<file path="config.mk">
export PLATFORM = sky130hd
export DESIGN_NAME = chc_host
export DESIGN_NICKNAME = d
export VERILOG_FILES = /design/src/chc_pkg.sv /design/src/chc_host.sv
export VERILOG_INCLUDE_DIRS = /design/src
export SDC_FILE = /design/constraint.sdc
export NUM_CORES = 1
export LEC_CHECK = 0
export ABC_CLOCK_PERIOD_IN_PS = 3150
export BUFFER_PORTS_ARGS = -buffer_cell sky130_fd_sc_hd__buf_2
export CAP_MARGIN = 0
export CORE_MARGIN = 5
export CORE_UTILIZATION = 49
export DETAILED_ROUTE_END_ITERATION = 8
export PLACE_DENSITY = 0.69
export SLEW_MARGIN = 20
export SYNTH_ARGS = -nofsm -noshare
export SYNTH_HDL_FRONTEND = slang
export SYNTH_SLANG_ARGS = --single-unit
</file>
<file path="constraint.sdc">
create_clock -name pclk -period 3.15 [get_ports pclk]
set_clock_uncertainty 0.2 [all_clocks]
set_input_delay 0.315 -clock pclk [delete_from_list [all_inputs] [get_ports pclk]]
set_output_delay 0.315 -clock pclk [all_outputs]
set_load 0.02 [all_outputs]
</file>
<file path="src/chc_consts.svh">
// Constants for the CAN host controller: device map, field positions, own register map
`ifndef CHC_CONSTS_SVH
`define CHC_CONSTS_SVH

// ----------------------------------------------------------------
// Device register offsets (byte addresses on the device bus)
// ----------------------------------------------------------------
`define CHC_DEV_MCTRL       12'h000
`define CHC_DEV_MSTS        12'h004
`define CHC_DEV_TSTS        12'h008
`define CHC_DEV_RFF0        12'h00c
`define CHC_DEV_RFF1        12'h010
`define CHC_DEV_BTIM        12'h01c
`define CHC_DEV_TX_BASE     12'h180
`define CHC_DEV_RX_BASE     12'h1b0
`define CHC_DEV_FMC         12'h200
`define CHC_DEV_FM1         12'h204
`define CHC_DEV_FS1         12'h20c
`define CHC_DEV_FFA1        12'h214
`define CHC_DEV_FA1         12'h21c
`define CHC_DEV_FILT_BASE   12'h240

// ----------------------------------------------------------------
// Device field positions
// ----------------------------------------------------------------
`define CHC_MCTRL_INIT_BIT  0
`define CHC_MCTRL_SLEEP_BIT 1
`define CHC_MSTS_ACK_BIT    0
`define CHC_FMC_LOCK_BIT    0
`define CHC_TSTS_EMPTY_LSB  26
`define CHC_TXID_REQ_BIT    0
`define CHC_RFF_PEND_LSB    0
`define CHC_RFF_REL_BIT     5
`define CHC_BTIM_TS1_LSB    16
`define CHC_BTIM_TS2_LSB    20
`define CHC_BTIM_MASK       32'hc3ff_03ff

// ----------------------------------------------------------------
// Own register offsets and command bits
// ----------------------------------------------------------------
`define CHC_REG_CMD         8'h00
`define CHC_REG_STATUS      8'h04
`define CHC_REG_TIMING      8'h08
`define CHC_REG_OPTIONS     8'h0c
`define CHC_REG_FMODE       8'h10
`define CHC_REG_FSCALE      8'h14
`define CHC_REG_FASSIGN     8'h18
`define CHC_REG_FACT        8'h1c
`define CHC_REG_FIDX        8'h20
`define CHC_REG_FVAL1       8'h24
`define CHC_REG_FVAL2       8'h28
`define CHC_REG_TX_HI       4'h3
`define CHC_REG_RX_HI       4'h4
`define CHC_CMD_CFG_BIT     0
`define CHC_CMD_TX_BIT      1
`define CHC_CMD_RX_BIT      2
`define CHC_CMD_FIFO_BIT    3
`define CHC_TIMING_RESET    32'h0005_0003

`endif

</file>
<file path="src/chc_pkg.sv">
// Types for the CAN host controller
package chc_pkg;

  // Sequencer states, one-hot
  typedef enum logic [3:0] {
    CHC_S_IDLE   = 4'b0001,
    CHC_S_STEP   = 4'b0010,
    CHC_S_SETUP  = 4'b0100,
    CHC_S_ACCESS = 4'b1000
  } chc_state_t;

  // Device mode as tracked by the host, one-hot
  typedef enum logic [3:0] {
    CHC_M_SLEEP  = 4'b0001,
    CHC_M_AWAKE  = 4'b0010,
    CHC_M_INIT   = 4'b0100,
    CHC_M_NORMAL = 4'b1000
  } chc_mode_t;

  typedef enum logic [1:0] {
    CHC_OP_CFG = 2'h0,
    CHC_OP_TX  = 2'h1,
    CHC_OP_RX  = 2'h2
  } chc_op_t;

  typedef enum logic [1:0] {
    CHC_K_END = 2'h0,
    CHC_K_WR  = 2'h1,
    CHC_K_RD  = 2'h2
  } chc_kind_t;

  // One device access of a sequence
  typedef struct packed {
    chc_kind_t   kind;
    logic [11:0] addr;
    logic [31:0] wdata;
    logic        poll;
    logic        poll_val;
  } chc_step_t;

  // Master request toward the device
  typedef struct packed {
    logic        psel;
    logic        penable;
    logic        pwrite;
    logic [11:0] paddr;
    logic [31:0] pwdata;
  } chc_apb_req_t;

  // Device answer
  typedef struct packed {
    logic        pready;
    logic        pslverr;
    logic [31:0] prdata;
  } chc_apb_rsp_t;

endpackage

</file>
<file path="src/chc_host.sv">
// CAN host controller: sequences mode, timing, filter, mailbox and FIFO accesses
`timescale 1ns/100ps
`include "chc_consts.svh"
module chc_host
  import chc_pkg::*;
(
  input  wire logic         pclk,
  input  wire logic         presetn,
  input  wire logic         psel,
  input  wire logic         penable,
  input  wire logic         pwrite,
  input  wire logic [7:0]   paddr,
  input  wire logic [31:0]  pwdata,
  output logic      [31:0]  prdata,
  output logic              pready,
  output logic              pslverr,
  output chc_apb_req_t      m_req,
  input  chc_apb_rsp_t      m_rsp
);

  // ----------------------------------------------------------------
  // Declarations
  // ----------------------------------------------------------------
  chc_state_t   state_q;
  chc_mode_t    mode_q;
  chc_op_t      op_q;
  chc_step_t    step;
  chc_apb_req_t req_q;
  logic [3:0]   idx_q;
  logic [1:0]   mb_q;
  logic         fifo_q;
  logic         busy_q;
  logic         done_q;
  logic         err_q;
  logic [31:0]  timing_q;
  logic [5:0]   options_q;
  logic [31:0]  fmode_q;
  logic [31:0]  fscale_q;
  logic [31:0]  fassign_q;
  logic [31:0]  fact_q;
  logic [3:0]   fidx_q;
  logic [31:0]  fval1_q;
  logic [31:0]  fval2_q;
  logic [31:0]  tx_q [4];
  logic [31:0]  rx_q [4];
  logic [31:0]  prdata_q;
  logic         pready_q;
  logic         pslverr_q;
  logic [31:0]  rd_data;
  logic         mapped;
  logic         wr_en;
  logic         cmd_take;
  logic         xfer_end;
  logic [4:0]   quanta;
  logic [31:0]  opt_word;
  logic [2:0]   empty_bits;
  logic [1:0]   wsel;
  logic [11:0]  mb_base;
  logic [11:0]  rx_base;
  logic [11:0]  rff_addr;
  logic [11:0]  filt_addr;

  // ----------------------------------------------------------------
  // Slave side decode
  // ----------------------------------------------------------------
  assign wr_en    = psel & penable & pready_q & pwrite;
  assign cmd_take = wr_en & (paddr == `CHC_REG_CMD) & (state_q == CHC_S_IDLE);
  assign xfer_end = (state_q == CHC_S_ACCESS) & m_rsp.pready;

  // Quanta per bit: sync + first + second segment
  assign quanta = 5'(timing_q[`CHC_BTIM_TS1_LSB +: 4]) + 5'(timing_q[`CHC_BTIM_TS2_LSB +: 3]) + 5'h03;

  // Behaviour options sit above init and sleep requests
  assign opt_word   = {24'h0, options_q, 2'b00};
  assign wsel       = 2'(idx_q - 4'h1);
  assign mb_base    = `CHC_DEV_TX_BASE + {6'h00, mb_q, 4'h0};
  assign rx_base    = `CHC_DEV_RX_BASE + {7'h00, fifo_q, 4'h0};
  assign rff_addr   = fifo_q ? `CHC_DEV_RFF1 : `CHC_DEV_RFF0;
  assign filt_addr  = `CHC_DEV_FILT_BASE + {5'h00, fidx_q, 3'h0};
  assign empty_bits = m_rsp.prdata[`CHC_TSTS_EMPTY_LSB +: 3];

  // Step table for each sequence
  always_comb begin
    step = '{kind: CHC_K_END, addr: 12'h000, wdata: 32'h0, poll: 1'b0, poll_val: 1'b0};
    unique case (op_q)
      CHC_OP_CFG: begin
        unique case (idx_q)
          4'h0: step = '{CHC_K_WR, `CHC_DEV_MCTRL, opt_word, 1'b0, 1'b0};
          4'h1: step = '{CHC_K_WR, `CHC_DEV_MCTRL, opt_word | 32'h1, 1'b0, 1'b0};
          4'h2: step = '{CHC_K_RD, `CHC_DEV_MSTS, 32'h0, 1'b1, 1'b1};
          4'h3: step = '{CHC_K_WR, `CHC_DEV_BTIM, timing_q & `CHC_BTIM_MASK, 1'b0, 1'b0};
          4'h4: step = '{CHC_K_WR, `CHC_DEV_MCTRL, opt_word, 1'b0, 1'b0};
          4'h5: step = '{CHC_K_RD, `CHC_DEV_MSTS, 32'h0, 1'b1, 1'b0};
          4'h6: step = '{CHC_K_WR, `CHC_DEV_FMC, 32'h1, 1'b0, 1'b0};
          4'h7: step = '{CHC_K_WR, `CHC_DEV_FM1, fmode_q, 1'b0, 1'b0};
          4'h8: step = '{CHC_K_WR, `CHC_DEV_FS1, fscale_q, 1'b0, 1'b0};
          4'h9: step = '{CHC_K_WR, `CHC_DEV_FFA1, fassign_q, 1'b0, 1'b0};
          4'ha: step = '{CHC_K_WR, filt_addr, fval1_q, 1'b0, 1'b0};
          4'hb: step = '{CHC_K_WR, filt_addr + 12'h004, fval2_q, 1'b0, 1'b0};
          4'hc: step = '{CHC_K_WR, `CHC_DEV_FA1, fact_q, 1'b0, 1'b0};
          4'hd: step = '{CHC_K_WR, `CHC_DEV_FMC, 32'h0, 1'b0, 1'b0};
          default: step.kind = CHC_K_END;
        endcase
      end
      CHC_OP_TX: begin
        unique case (idx_q)
          4'h0: step = '{CHC_K_RD, `CHC_DEV_TSTS, 32'h0, 1'b0, 1'b0};
          4'h1: step = '{CHC_K_WR, mb_base, tx_q[0] & ~32'h1, 1'b0, 1'b0};
          4'h2, 4'h3, 4'h4: step = '{CHC_K_WR, mb_base + {8'h00, wsel, 2'b00}, tx_q[wsel], 1'b0, 1'b0};
          4'h5: step = '{CHC_K_WR, mb_base, tx_q[0] | 32'h1, 1'b0, 1'b0};
          default: step.kind = CHC_K_END;
        endcase
      end
      CHC_OP_RX: begin
        unique case (idx_q)
          4'h0: step = '{CHC_K_RD, rff_addr, 32'h0, 1'b0, 1'b0};
          4'h1, 4'h2, 4'h3, 4'h4: step = '{CHC_K_RD, rx_base + {8'h00, wsel, 2'b00}, 32'h0, 1'b0, 1'b0};
          4'h5: step = '{CHC_K_WR, rff_addr, 32'h1 << `CHC_RFF_REL_BIT, 1'b0, 1'b0};
          default: step.kind = CHC_K_END;
        endcase
      end
      default: step.kind = CHC_K_END;
    endcase
  end

  // ----------------------------------------------------------------
  // Sequencer
  // ----------------------------------------------------------------
  // State, step index and operation
  always_ff @(posedge pclk or negedge presetn) begin
    if (!presetn) begin
      state_q <= CHC_S_IDLE;
      op_q    <= CHC_OP_CFG;
      idx_q   <= 4'h0;
      fifo_q  <= 1'b0;
    end else begin
      unique case (state_q)
        CHC_S_IDLE: begin
          if (cmd_take && (pwdata[2:0] != 3'h0)) begin
            // Traffic only once the device runs normally
            state_q <= (pwdata[`CHC_CMD_CFG_BIT] || (mode_q == CHC_M_NORMAL)) ? CHC_S_STEP : CHC_S_IDLE;
            idx_q   <= 4'h0;
            fifo_q  <= pwdata[`CHC_CMD_FIFO_BIT];
            op_q    <= pwdata[`CHC_CMD_CFG_BIT] ? CHC_OP_CFG : (pwdata[`CHC_CMD_TX_BIT] ? CHC_OP_TX : CHC_OP_RX);
          end
        end
        CHC_S_STEP:  state_q <= (step.kind == CHC_K_END) ? CHC_S_IDLE : CHC_S_SETUP;
        CHC_S_SETUP: state_q <= CHC_S_ACCESS;
        CHC_S_ACCESS: begin
          if (m_rsp.pready) begin
            state_q <= CHC_S_STEP;
            if (m_rsp.pslverr) begin
              state_q <= CHC_S_IDLE;
            end else if (step.poll && (m_rsp.prdata[`CHC_MSTS_ACK_BIT] != step.poll_val)) begin
              idx_q <= idx_q; // Poll again
            end else if ((op_q == CHC_OP_TX) && (idx_q == 4'h0) && (empty_bits == 3'h0)) begin
              state_q <= CHC_S_IDLE;
            end else if ((op_q == CHC_OP_RX) && (idx_q == 4'h0)
                         && (m_rsp.prdata[`CHC_RFF_PEND_LSB +: 2] == 2'h0)) begin
              state_q <= CHC_S_IDLE;
            end else begin
              idx_q <= idx_q + 4'h1;
            end
          end
        end
        default: state_q <= CHC_S_IDLE;
      endcase
    end
  end

  // Master request: setup cycle, then access until pready
  always_ff @(posedge pclk or negedge presetn) begin
    if (!presetn) begin
      req_q <= '0;
    end else if ((state_q == CHC_S_STEP) && (step.kind != CHC_K_END)) begin
      req_q.psel    <= 1'b1;
      req_q.penable <= 1'b0;
      req_q.pwrite  <= (step.kind == CHC_K_WR);
      req_q.paddr   <= step.addr;
      req_q.pwdata  <= step.wdata;
    end else if (state_q == CHC_S_SETUP) begin
      req_q.penable <= 1'b1;
    end else if (xfer_end) begin
      req_q.psel    <= 1'b0;
      req_q.penable <= 1'b0;
    end
  end

  // Free transmit mailbox, lowest index first
  always_ff @(posedge pclk or negedge presetn) begin
    if (!presetn) begin
      mb_q <= 2'h0;
    end else if (xfer_end && (op_q == CHC_OP_TX) && (idx_q == 4'h0)) begin
      mb_q <= empty_bits[0] ? 2'h0 : (empty_bits[1] ? 2'h1 : 2'h2);
    end
  end

  // Received frame words
  generate
    for (genvar gi = 0; gi < 4; gi++) begin : g_rx
      always_ff @(posedge pclk or negedge presetn) begin
        if (!presetn) begin
          rx_q[gi] <= 32'h0;
        end else if (xfer_end && (op_q == CHC_OP_RX) && (idx_q == 4'(gi + 1))) begin
          rx_q[gi] <= m_rsp.prdata;
        end
      end
    end
  endgenerate

  // Device mode tracking
  always_ff @(posedge pclk or negedge presetn) begin
    if (!presetn) begin
      mode_q <= CHC_M_SLEEP;
    end else if (xfer_end && !m_rsp.pslverr && (op_q == CHC_OP_CFG)) begin
      if (idx_q == 4'h0) begin
        mode_q <= CHC_M_AWAKE;
      end else if ((idx_q == 4'h2) && m_rsp.prdata[`CHC_MSTS_ACK_BIT]) begin
        mode_q <= CHC_M_INIT;
      end else if ((idx_q == 4'h5) && !m_rsp.prdata[`CHC_MSTS_ACK_BIT]) begin
        mode_q <= CHC_M_NORMAL;
      end
    end
  end

  // Busy, done and error flags
  always_ff @(posedge pclk or negedge presetn) begin
    if (!presetn) begin
      busy_q <= 1'b0;
      done_q <= 1'b0;
      err_q  <= 1'b0;
    end else if (cmd_take && (pwdata[2:0] != 3'h0)) begin
      busy_q <= pwdata[`CHC_CMD_CFG_BIT] || (mode_q == CHC_M_NORMAL);
      done_q <= !pwdata[`CHC_CMD_CFG_BIT] && (mode_q != CHC_M_NORMAL);
      err_q  <= !pwdata[`CHC_CMD_CFG_BIT] && (mode_q != CHC_M_NORMAL);
    end else if (xfer_end && m_rsp.pslverr) begin
      busy_q <= 1'b0;
      done_q <= 1'b1;
      err_q  <= 1'b1;
    end else if (xfer_end && (idx_q == 4'h0) && (((op_q == CHC_OP_TX) && (empty_bits == 3'h0))
                 || ((op_q == CHC_OP_RX) && (m_rsp.prdata[`CHC_RFF_PEND_LSB +: 2] == 2'h0)))) begin
      busy_q <= 1'b0;
      done_q <= 1'b1;
      err_q  <= 1'b1;
    end else if ((state_q == CHC_S_STEP) && (step.kind == CHC_K_END)) begin
      busy_q <= 1'b0;
      done_q <= 1'b1;
    end
  end

  // ----------------------------------------------------------------
  // Own registers
  // ----------------------------------------------------------------
  // Configuration held while a sequence runs
  always_ff @(posedge pclk or negedge presetn) begin
    if (!presetn) begin
      timing_q  <= `CHC_TIMING_RESET;
      options_q <= 6'h00;
      fmode_q   <= 32'h0;
      fscale_q  <= 32'h0;
      fassign_q <= 32'h0;
      fact_q    <= 32'h0;
      fidx_q    <= 4'h0;
      fval1_q   <= 32'h0;
      fval2_q   <= 32'h0;
    end else if (wr_en && !busy_q) begin
      unique case (paddr)
        `CHC_REG_TIMING:  timing_q  <= pwdata & `CHC_BTIM_MASK;
        `CHC_REG_OPTIONS: options_q <= pwdata[5:0];
        `CHC_REG_FMODE:   fmode_q   <= pwdata;
        `CHC_REG_FSCALE:  fscale_q  <= pwdata;
        `CHC_REG_FASSIGN: fassign_q <= pwdata;
        `CHC_REG_FACT:    fact_q    <= pwdata;
        `CHC_REG_FIDX:    fidx_q    <= pwdata[3:0];
        `CHC_REG_FVAL1:   fval1_q   <= pwdata;
        `CHC_REG_FVAL2:   fval2_q   <= pwdata;
        default: ;
      endcase
    end
  end

  // Frame words for transmission
  generate
    for (genvar gt = 0; gt < 4; gt++) begin : g_tx
      always_ff @(posedge pclk or negedge presetn) begin
        if (!presetn) begin
          tx_q[gt] <= 32'h0;
        end else if (wr_en && !busy_q && (paddr == {`CHC_REG_TX_HI, 2'(gt), 2'b00})) begin
          tx_q[gt] <= pwdata;
        end
      end
    end
  endgenerate

  // Read mux
  always_comb begin
    rd_data = 32'h0;
    mapped  = 1'b1;
    if (paddr[1:0] != 2'b00) begin
      mapped = 1'b0;
    end else if (paddr[7:4] == `CHC_REG_TX_HI) begin
      rd_data = tx_q[paddr[3:2]];
    end else if (paddr[7:4] == `CHC_REG_RX_HI) begin
      rd_data = rx_q[paddr[3:2]];
    end else begin
      unique case (paddr)
        `CHC_REG_CMD:     rd_data = 32'h0;
        `CHC_REG_STATUS:  rd_data = {8'h00, 4'h0, mode_q, 3'h0, quanta, 3'h0, mb_q, err_q, done_q, busy_q};
        `CHC_REG_TIMING:  rd_data = timing_q;
        `CHC_REG_OPTIONS: rd_data = {26'h0, options_q};
        `CHC_REG_FMODE:   rd_data = fmode_q;
        `CHC_REG_FSCALE:  rd_data = fscale_q;
        `CHC_REG_FASSIGN: rd_data = fassign_q;
        `CHC_REG_FACT:    rd_data = fact_q;
        `CHC_REG_FIDX:    rd_data = {28'h0, fidx_q};
        `CHC_REG_FVAL1:   rd_data = fval1_q;
        `CHC_REG_FVAL2:   rd_data = fval2_q;
        default:          mapped  = 1'b0;
      endcase
    end
  end

  // Slave answer: one access cycle, no wait states
  always_ff @(posedge pclk or negedge presetn) begin
    if (!presetn) begin
      prdata_q  <= 32'h0;
      pready_q  <= 1'b0;
      pslverr_q <= 1'b0;
    end else if (psel && !penable) begin
      prdata_q  <= pwrite ? 32'h0 : rd_data;
      pready_q  <= 1'b1;
      pslverr_q <= !mapped || (paddr[7:4] == `CHC_REG_RX_HI && pwrite);
    end else begin
      pready_q  <= 1'b0;
      pslverr_q <= 1'b0;
    end
  end

  // ----------------------------------------------------------------
  // Outputs
  // ----------------------------------------------------------------
  assign prdata  = prdata_q;
  assign pready  = pready_q;
  assign pslverr = pslverr_q;
  assign m_req   = req_q;

endmodule // chc_host

</file>
# Yosys cells after proc, flatten, opt, wreduce, memory -nomap -nowiden
# Index checks and enable logic that the tools add are counted.
[totals] reg_bits=581 latch_bits=0 ram_bits=0 mem_bits_ro=0 in_bits=79 output_inout_bits=81 memories=0
[op_classes] add_sub_neg=10 n_mul=0 div_mod_pow=0 magnitude_cmp=2 n_eq_ne=46 n_shift=0 muxes=67 n_bitwise=8 reduce_logical=78
[ops] cell="case mux 46 bit (13 select lines)" count=1
[ops] cell="2-to-1 mux 32 bit" count=10
[ops] cell="case mux 32 bit (10 select lines)" count=1
[ops] cell="binary-select mux 32 bit (select 2 bit)" count=3
[ops] cell="case mux 45 bit (4 select lines)" count=1
[ops] cell="case mux 46 bit (3 select lines)" count=1
[ops] cell="case mux 45 bit (3 select lines)" count=1
[ops] cell="equality test 8 x 6 -> 1 bit (second input constant)" count=7
[ops] cell="2-to-1 mux 4 bit" count=11
[ops] cell="equality test 4 bit (second input constant)" count=8
[ops] cell="equality test 8 x 5 -> 1 bit (second input constant)" count=4
[ops] cell="logical AND 1 bit" count=32
[ops] cell="AND reduction 2 bit" count=13
[ops] cell="equality test 4 x 3 -> 1 bit (second input constant)" count=6
[ops] cell="adder 10 x 4 -> 11 bit" count=2
[ops] cell="2-to-1 mux 2 bit" count=11
[ops] cell="2-to-1 mux 1 bit" count=19
[ops] cell="equality test 4 x 2 -> 1 bit (second input constant)" count=4
[ops] cell="equality test 8 x 4 -> 1 bit (second input constant)" count=2
[ops] cell="case mux 4 bit (4 select lines)" count=1
[ops] cell="adder 11 x 3 -> 12 bit (second input constant)" count=1
[ops] cell="inequality test 2 bit (second input constant)" count=6
[ops] cell="case mux 2 bit (2 select lines)" count=3
[ops] cell="nonzero test 3 bit" count=4
[ops] cell="other kinds (36)" count=59

# Longest topological paths before layout
[depth] depth_word=13 ltp_mapped=12 depth_no_buf=9

# Worst setup path before layout
# No wires, ideal clock.
[synth_timing] path_kind="register to register" start="reg idx_q[0]" end="reg req_q (netlist bit m_req[10])" t_arrival_ns=2.709 required_ns=2.825 setup_slack_ns=0.116 stages_incl_launch_ff=12 n_path_buf=4 period_less_slack_ns=3.034 path_cell_list="dfrtp_1 -> buf_2 -> buf_2 -> inv_1 -> ha_1 -> clkbuf_2 -> nor2_1 -> a2111oi_0 -> a211oi_1 -> a21oi_4 -> buf_6 -> mux2_4"
[synth_via] elab_chain_cells=7 elab_cells_between_ends=34 cone_classes="add/sub: 1; eq/ne: 13; mux: 10; bitwise: 1; reduce/logical: 9"
[synth_lines] element="start, declared" line_no="chc_host.sv:29" rtl="logic [3:0] idx_q;"
[synth_lines] element="start signal, assigned" line_no="chc_host.sv:155" rtl="idx_q <= idx_q;"
[synth_lines] element="start signal, assigned" line_no="chc_host.sv:162" rtl="idx_q <= idx_q + 4'h1;"
[synth_lines] element="subtractor 2 x 1 -> 2 bit" line_no="chc_host.sv:75" rtl="assign wsel = 2'(idx_q - 4'h1);"
[synth_lines] element="inverter 2 -> 3 bit (implied by the code)" line_no="chc_host.sv:109" rtl="4'h2, 4'h3, 4'h4: step = '{CHC_K_WR, mb_base + {8'h00, wsel, 2'b00}, tx_q[wsel], 1'b0, 1'b0};"
[synth_lines] element="binary-select mux 32 bit (select 2 bit)" line_no="chc_host.sv:109"
[synth_lines] element="2-to-1 mux 32 bit (implied by the code) (2 in series)" line_no="chc_host.sv:109"
[synth_lines] element="case mux 45 bit (4 select lines)" line_no="chc_host.sv:106" rtl="unique case (idx_q)"
[synth_lines] element="case mux 46 bit (3 select lines)" line_no="chc_host.sv:85" rtl="unique case (op_q)"
[synth_lines] element="end, declared" line_no="chc_host.sv:28" rtl="chc_apb_req_t req_q;"
# Several ways; a longest one is shown, not always the timed one. The select of a mux whose other input is x is not followed.
# A chain may end at the register's enable or synchronous reset.

# Worst setup path in the final report
[layout_timing] start="reg idx_q[0]" end="reg mb_q[1]"
[layout_via] elab_chain_cells=2
[layout_lines] element="logical NOT 4 bit" line_no="chc_host.sv:193" rtl="end else if (xfer_end && (op_q == CHC_OP_TX) && (idx_q == 4'h0)) begin"
[layout_lines] element="logical AND 1 bit" line_no="chc_host.sv:193"
[layout_lines] element="end signal, assigned" line_no="chc_host.sv:194" rtl="mb_q <= empty_bits[0] ? 2'h0 : (empty_bits[1] ? 2'h1 : 2'h2);"
[layout_lines] element="end, declared" line_no="chc_host.sv:30" rtl="logic [1:0] mb_q;"
# No other way between the ends.

==> results by group <==
Outcome
  • Outcome: finished, final reports clean

Clock network
  • Cts bufs inserted: roughly 60
  • Clock Path Buffers: 3
  • Clock-pin slew on the worst setup and hold paths: 60 ps
  • H-tree depth: 2
  • Worst-Skew Late Latency: 650 ps
  • Root Buffer: clkbuf_16
  • CTS tree: yes
  • CTS Sinks: 577

GRT
  • Vias in the first global route: 22525
  • Grt ovf: 0
  • First-pass GRT wire length: 145 mm
  • GRT Total Usage: 0.292
  • Antenna violations before repair: 3
  • Largest net degree at the start of global routing: 90

Synthesis
  • Register bit total from synthesis: 577
  • Seq/Total Area, Yosys: 0.491
  • EDFF count, synth: 0
  • Post-synthesis cell type count: 83
  • YS warnings: 0
  • Async set-or-reset flop fraction in the synthesized netlist: 1.00
  • Mapped Avg Cell Area: around 13 um^2
  • Mapped Cells: about 2200
  • Mapped cell area: 29400 um^2
  • Top FF cell, synth: dfrtp_1

Critical path
  • Most used cell along the critical path: buf_4
  • CP Cell Sequence: inv_1 -> ha_1 -> buf_4 -> nor3b_2 -> buf_4 -> nand2_1 -> or2_2 -> o31ai_1 -> dlygate4sd3_1
  • Slowest-stage cell, CP: dlygate4sd3_1
  • CP max stage delay: ~580 ps
  • CP endpoint kind: flip-flop
  • Worst Path Required: 3530 ps
  • CP arrival: 3390 ps
  • Crit path max fanout: 21
  • Startpoint Class: flip-flop
  • Critical path class: reg -> reg

STA
  • Worst slew margin relative to its limit: 0.219
  • Tmin final: 3010 ps
  • Slew Viols, Final: 0
  • Fmax: about 0.33 GHz
  • Final hold vios: 0
  • Setup violators final: 0
  • Worst hold margin: 61.2 ps
  • Slew @ Worst Pin: 1170 ps
  • Setup tns final: 0 ps
  • Period utilization: 0.957
  • RSZ-0062 raised after global routing: false

Cells and area
  • Synth-to-layout area growth: 17.0%
  • Core Util, Final: 0.581
  • Ratio of cells with drive above 1 in the final layout: 0.411
  • Fin area: 34400 um^2
  • Fin nets: 2534

Placed design
  • Post-DP HPWL: ~63 mm
  • Placed cell areas: about 32000 um^2
  • Port bufs: 155
  • Placer Congestion: between 0.9 and 1

Drt
  • Avg Vias per Cell: 6.68
  • First-pass DRT Iterations: 7
  • Detailed Route WL: between 90 and 100 mm
  • DRC: 0
  • Via count: 21822
  • DR iter-0 viols: 2986
  • Post-DRT Antenna Nets: 0
  • WL/cell: 29.2 um

Die
  • # IOs: 160
  • Rows: 89
  • Core area: 59200 um^2
  • Die Y: approximately 250 um
  • Die X: 255 um
  • Die area: ~65000 um^2
  • Initial core utilization: 0.496

Pwr
  • Maximum VDD drop: 0.516 mV
  • Power per cell area: 450 nW/um^2
  • Leakage Power: between 15 and 20 nW

Flow run
  • Max Cap Viol: 0

Min path
  • Hold WC Path Type: in -> reg
==> cell usage after synthesis, drive strengths merged, types with 4 or more instances <==
| library cell | count | area, um^2 |
|---|---|---|
| dfrtp | 571 | 14300 |
| mux2 | 535 | 6190 |
| a22oi | 158 | 1190 |
| buf | 108 | 657 |
| mux4 | 103 | 2320 |
| o21ai | 96 | 480 |
| clkbuf | 94 | 354 |
| nand2 | 87 | 327 |
| nor2 | 46 | 180 |
| nor3 | 35 | 277 |
| o22ai | 34 | 213 |
| a21oi | 31 | 166 |
| and3 | 30 | 188 |
| a222oi | 24 | 240 |
| a22o | 21 | 184 |
| inv | 20 | 75.1 |
| mux2i | 15 | 150 |
| nor2b | 15 | 93.8 |
| nor4 | 12 | 90.1 |
| nand2b | 11 | 68.8 |
| a32o | 10 | 100 |
| ha | 10 | 125 |
| nand3 | 10 | 50.1 |
| a211oi | 9 | 67.6 |
| a221o | 8 | 80.1 |
| and3b | 8 | 70.1 |
| nor4b | 8 | 82.6 |
| o211ai | 8 | 60.1 |
| o221ai | 8 | 76.3 |
| o2bb2ai | 8 | 70.1 |
| o31ai | 7 | 52.6 |
| a21o | 6 | 45.0 |
| dfstp | 6 | 158 |
| a221oi | 5 | 43.8 |
| and4b | 5 | 50.1 |
| a2111oi | 4 | 41.3 |
| a211o | 4 | 35.0 |
| a31oi | 4 | 25.0 |
| a32oi | 4 | 35.0 |
| nand4 | 4 | 25.0 |
| or4b | 4 | 40.0 |
==> per-layer routing <==
metal  part of all wire  vias to the layer above  global-route usage
li1                   -                     9011                   -
met1               0.40                    11319               0.401
met2               0.46                     1212               0.449
met3              0.095                      278              0.0691
met4              0.051                        2               0.128
met5            0.00014                        -                   0
==> worst paths after layout <==
| check | start | end | slack (ps) | cells past startpoint |
|---|---|---|---|---|
| max | idx_q[0]$_DFFE_PN0P_ | mb_q[1]$_DFFE_PN0P_ | 140 | 9 |
| min | penable | busy_q$_DFFE_PN0P_ | 60 | 5 |
| max reg2reg | idx_q[0]$_DFFE_PN0P_ | mb_q[1]$_DFFE_PN0P_ | 140 | 9 |
| min in group asynchronous | presetn | m_req[37]$_DFFE_PN0P_ | 120 | 2 |
| max in group asynchronous | presetn | rx_q[52]$_DFFE_PN0P_ | 1690 | 3 |
| min reg2reg | prdata[12]$_DFFE_PN0P_ | prdata[12]$_DFFE_PN0P_ | 270 | 2 |
==> power by group <==
part | internal (mW) | leakage [nW] | switching (mW) | total (mW)
sequential | 7.42 | 7.99 | 0.00406 | 7.42
clock | 4.22 | 1.00 | 3.08 | 7.30
combinational | 0.237 | 7.01 | 0.538 | 0.775
==> cell type report <==
class / instances / area, um^2
antenna: 3 / 7.51
clock inverter: 29 / 344
fill: 4693 / 24800
inverter: 20 / 75.1
multi-input combinational: 1429 / 14000
tap: 773 / 967
timing repair buffer: 357 / 2880
clock buffer: 79 / 1670
sequential: 577 / 14400
==> cells in the final DEF, fill, tap and decap left out, types with 9 or more instances in the layout <==
master | Yosys | routed
dfrtp_1 | 571 | 570
mux2_2 | 442 | 442
a22oi_1 | 158 | 158
buf_2 | 63 | 152
mux4_2 | 103 | 103
buf_4 | 29 | 101
o21ai_0 | 95 | 95
nand2_1 | 87 | 87
dlygate4sd3_1 | 0 | 71
clkbuf_16 | 0 | 60
mux2_1 | 48 | 48
nor2_1 | 45 | 45
mux2_4 | 45 | 45
o22ai_1 | 34 | 34
buf_12 | 0 | 31
and3_1 | 30 | 30
a21oi_1 | 30 | 30
a222oi_1 | 24 | 24
nor3_1 | 21 | 21
a22o_1 | 21 | 21
inv_1 | 20 | 20
clkinv_2 | 0 | 17
mux2i_1 | 15 | 15
nor2b_1 | 15 | 14
nor3_4 | 5 | 13
nand2b_1 | 11 | 10
a32o_1 | 10 | 10
ha_1 | 10 | 10
clkbuf_8 | 0 | 10
nor4_1 | 11 | 9
a211oi_1 | 9 | 9
clkbuf_1 | 93 | 9
==> state kept, by name (all words and copies together), names as in the netlist, 2 cells and up <==
signal	cells
timing_q	22
options_q	6
fscale_q	32
op_q	2
fmode_q	32
prdata	32
idx_q	4
mb_q	2
fact_q	32
rx_q	128
m_req	43
state_q	4
tx_q	128
fidx_q	4
fassign_q	32
fval1_q	32
mode_q	4
fval2_q	32
==> stage by stage <==
stage	total power [mW]	std cells	setup slack (ps)
detailed placement	8.25	3085	180
CTS	15.6	3264	137
finish	15.5	3267	136
floorplan	7.81	2228	116
global route	15.9	3265	24.1
global placement	8.24	3085	234
==> logic make-up after synthesis <==
logic type | share of synthesized area
buf+inv | 0.0369
fa+ha+maj | 0.00494
simple gates | 0.0573
mux | 0.295
other cells | 0.000128
compound gates | 0.114
flops | 0.491
xor+xnor | 0.000596
==> critical path, delay by kind of cell (launching register included) <==
family	cells	cell delay, ps
adder cells (fa/ha/maj)	1	260
buffers and inverters	4	1200
AND/OR/NAND/NOR	3	680
flip-flops	1	430
AO/OA/AOI/OAI	1	210
==> timing repair <==
item                                    CTS  global route
setup buffers                             0             0
hold buffers                             71             0
endpoints found under the setup margin    0             1
resized for setup                         0             1
hold endpoints to repair                559             0
(Power assumes the default switching activity.)
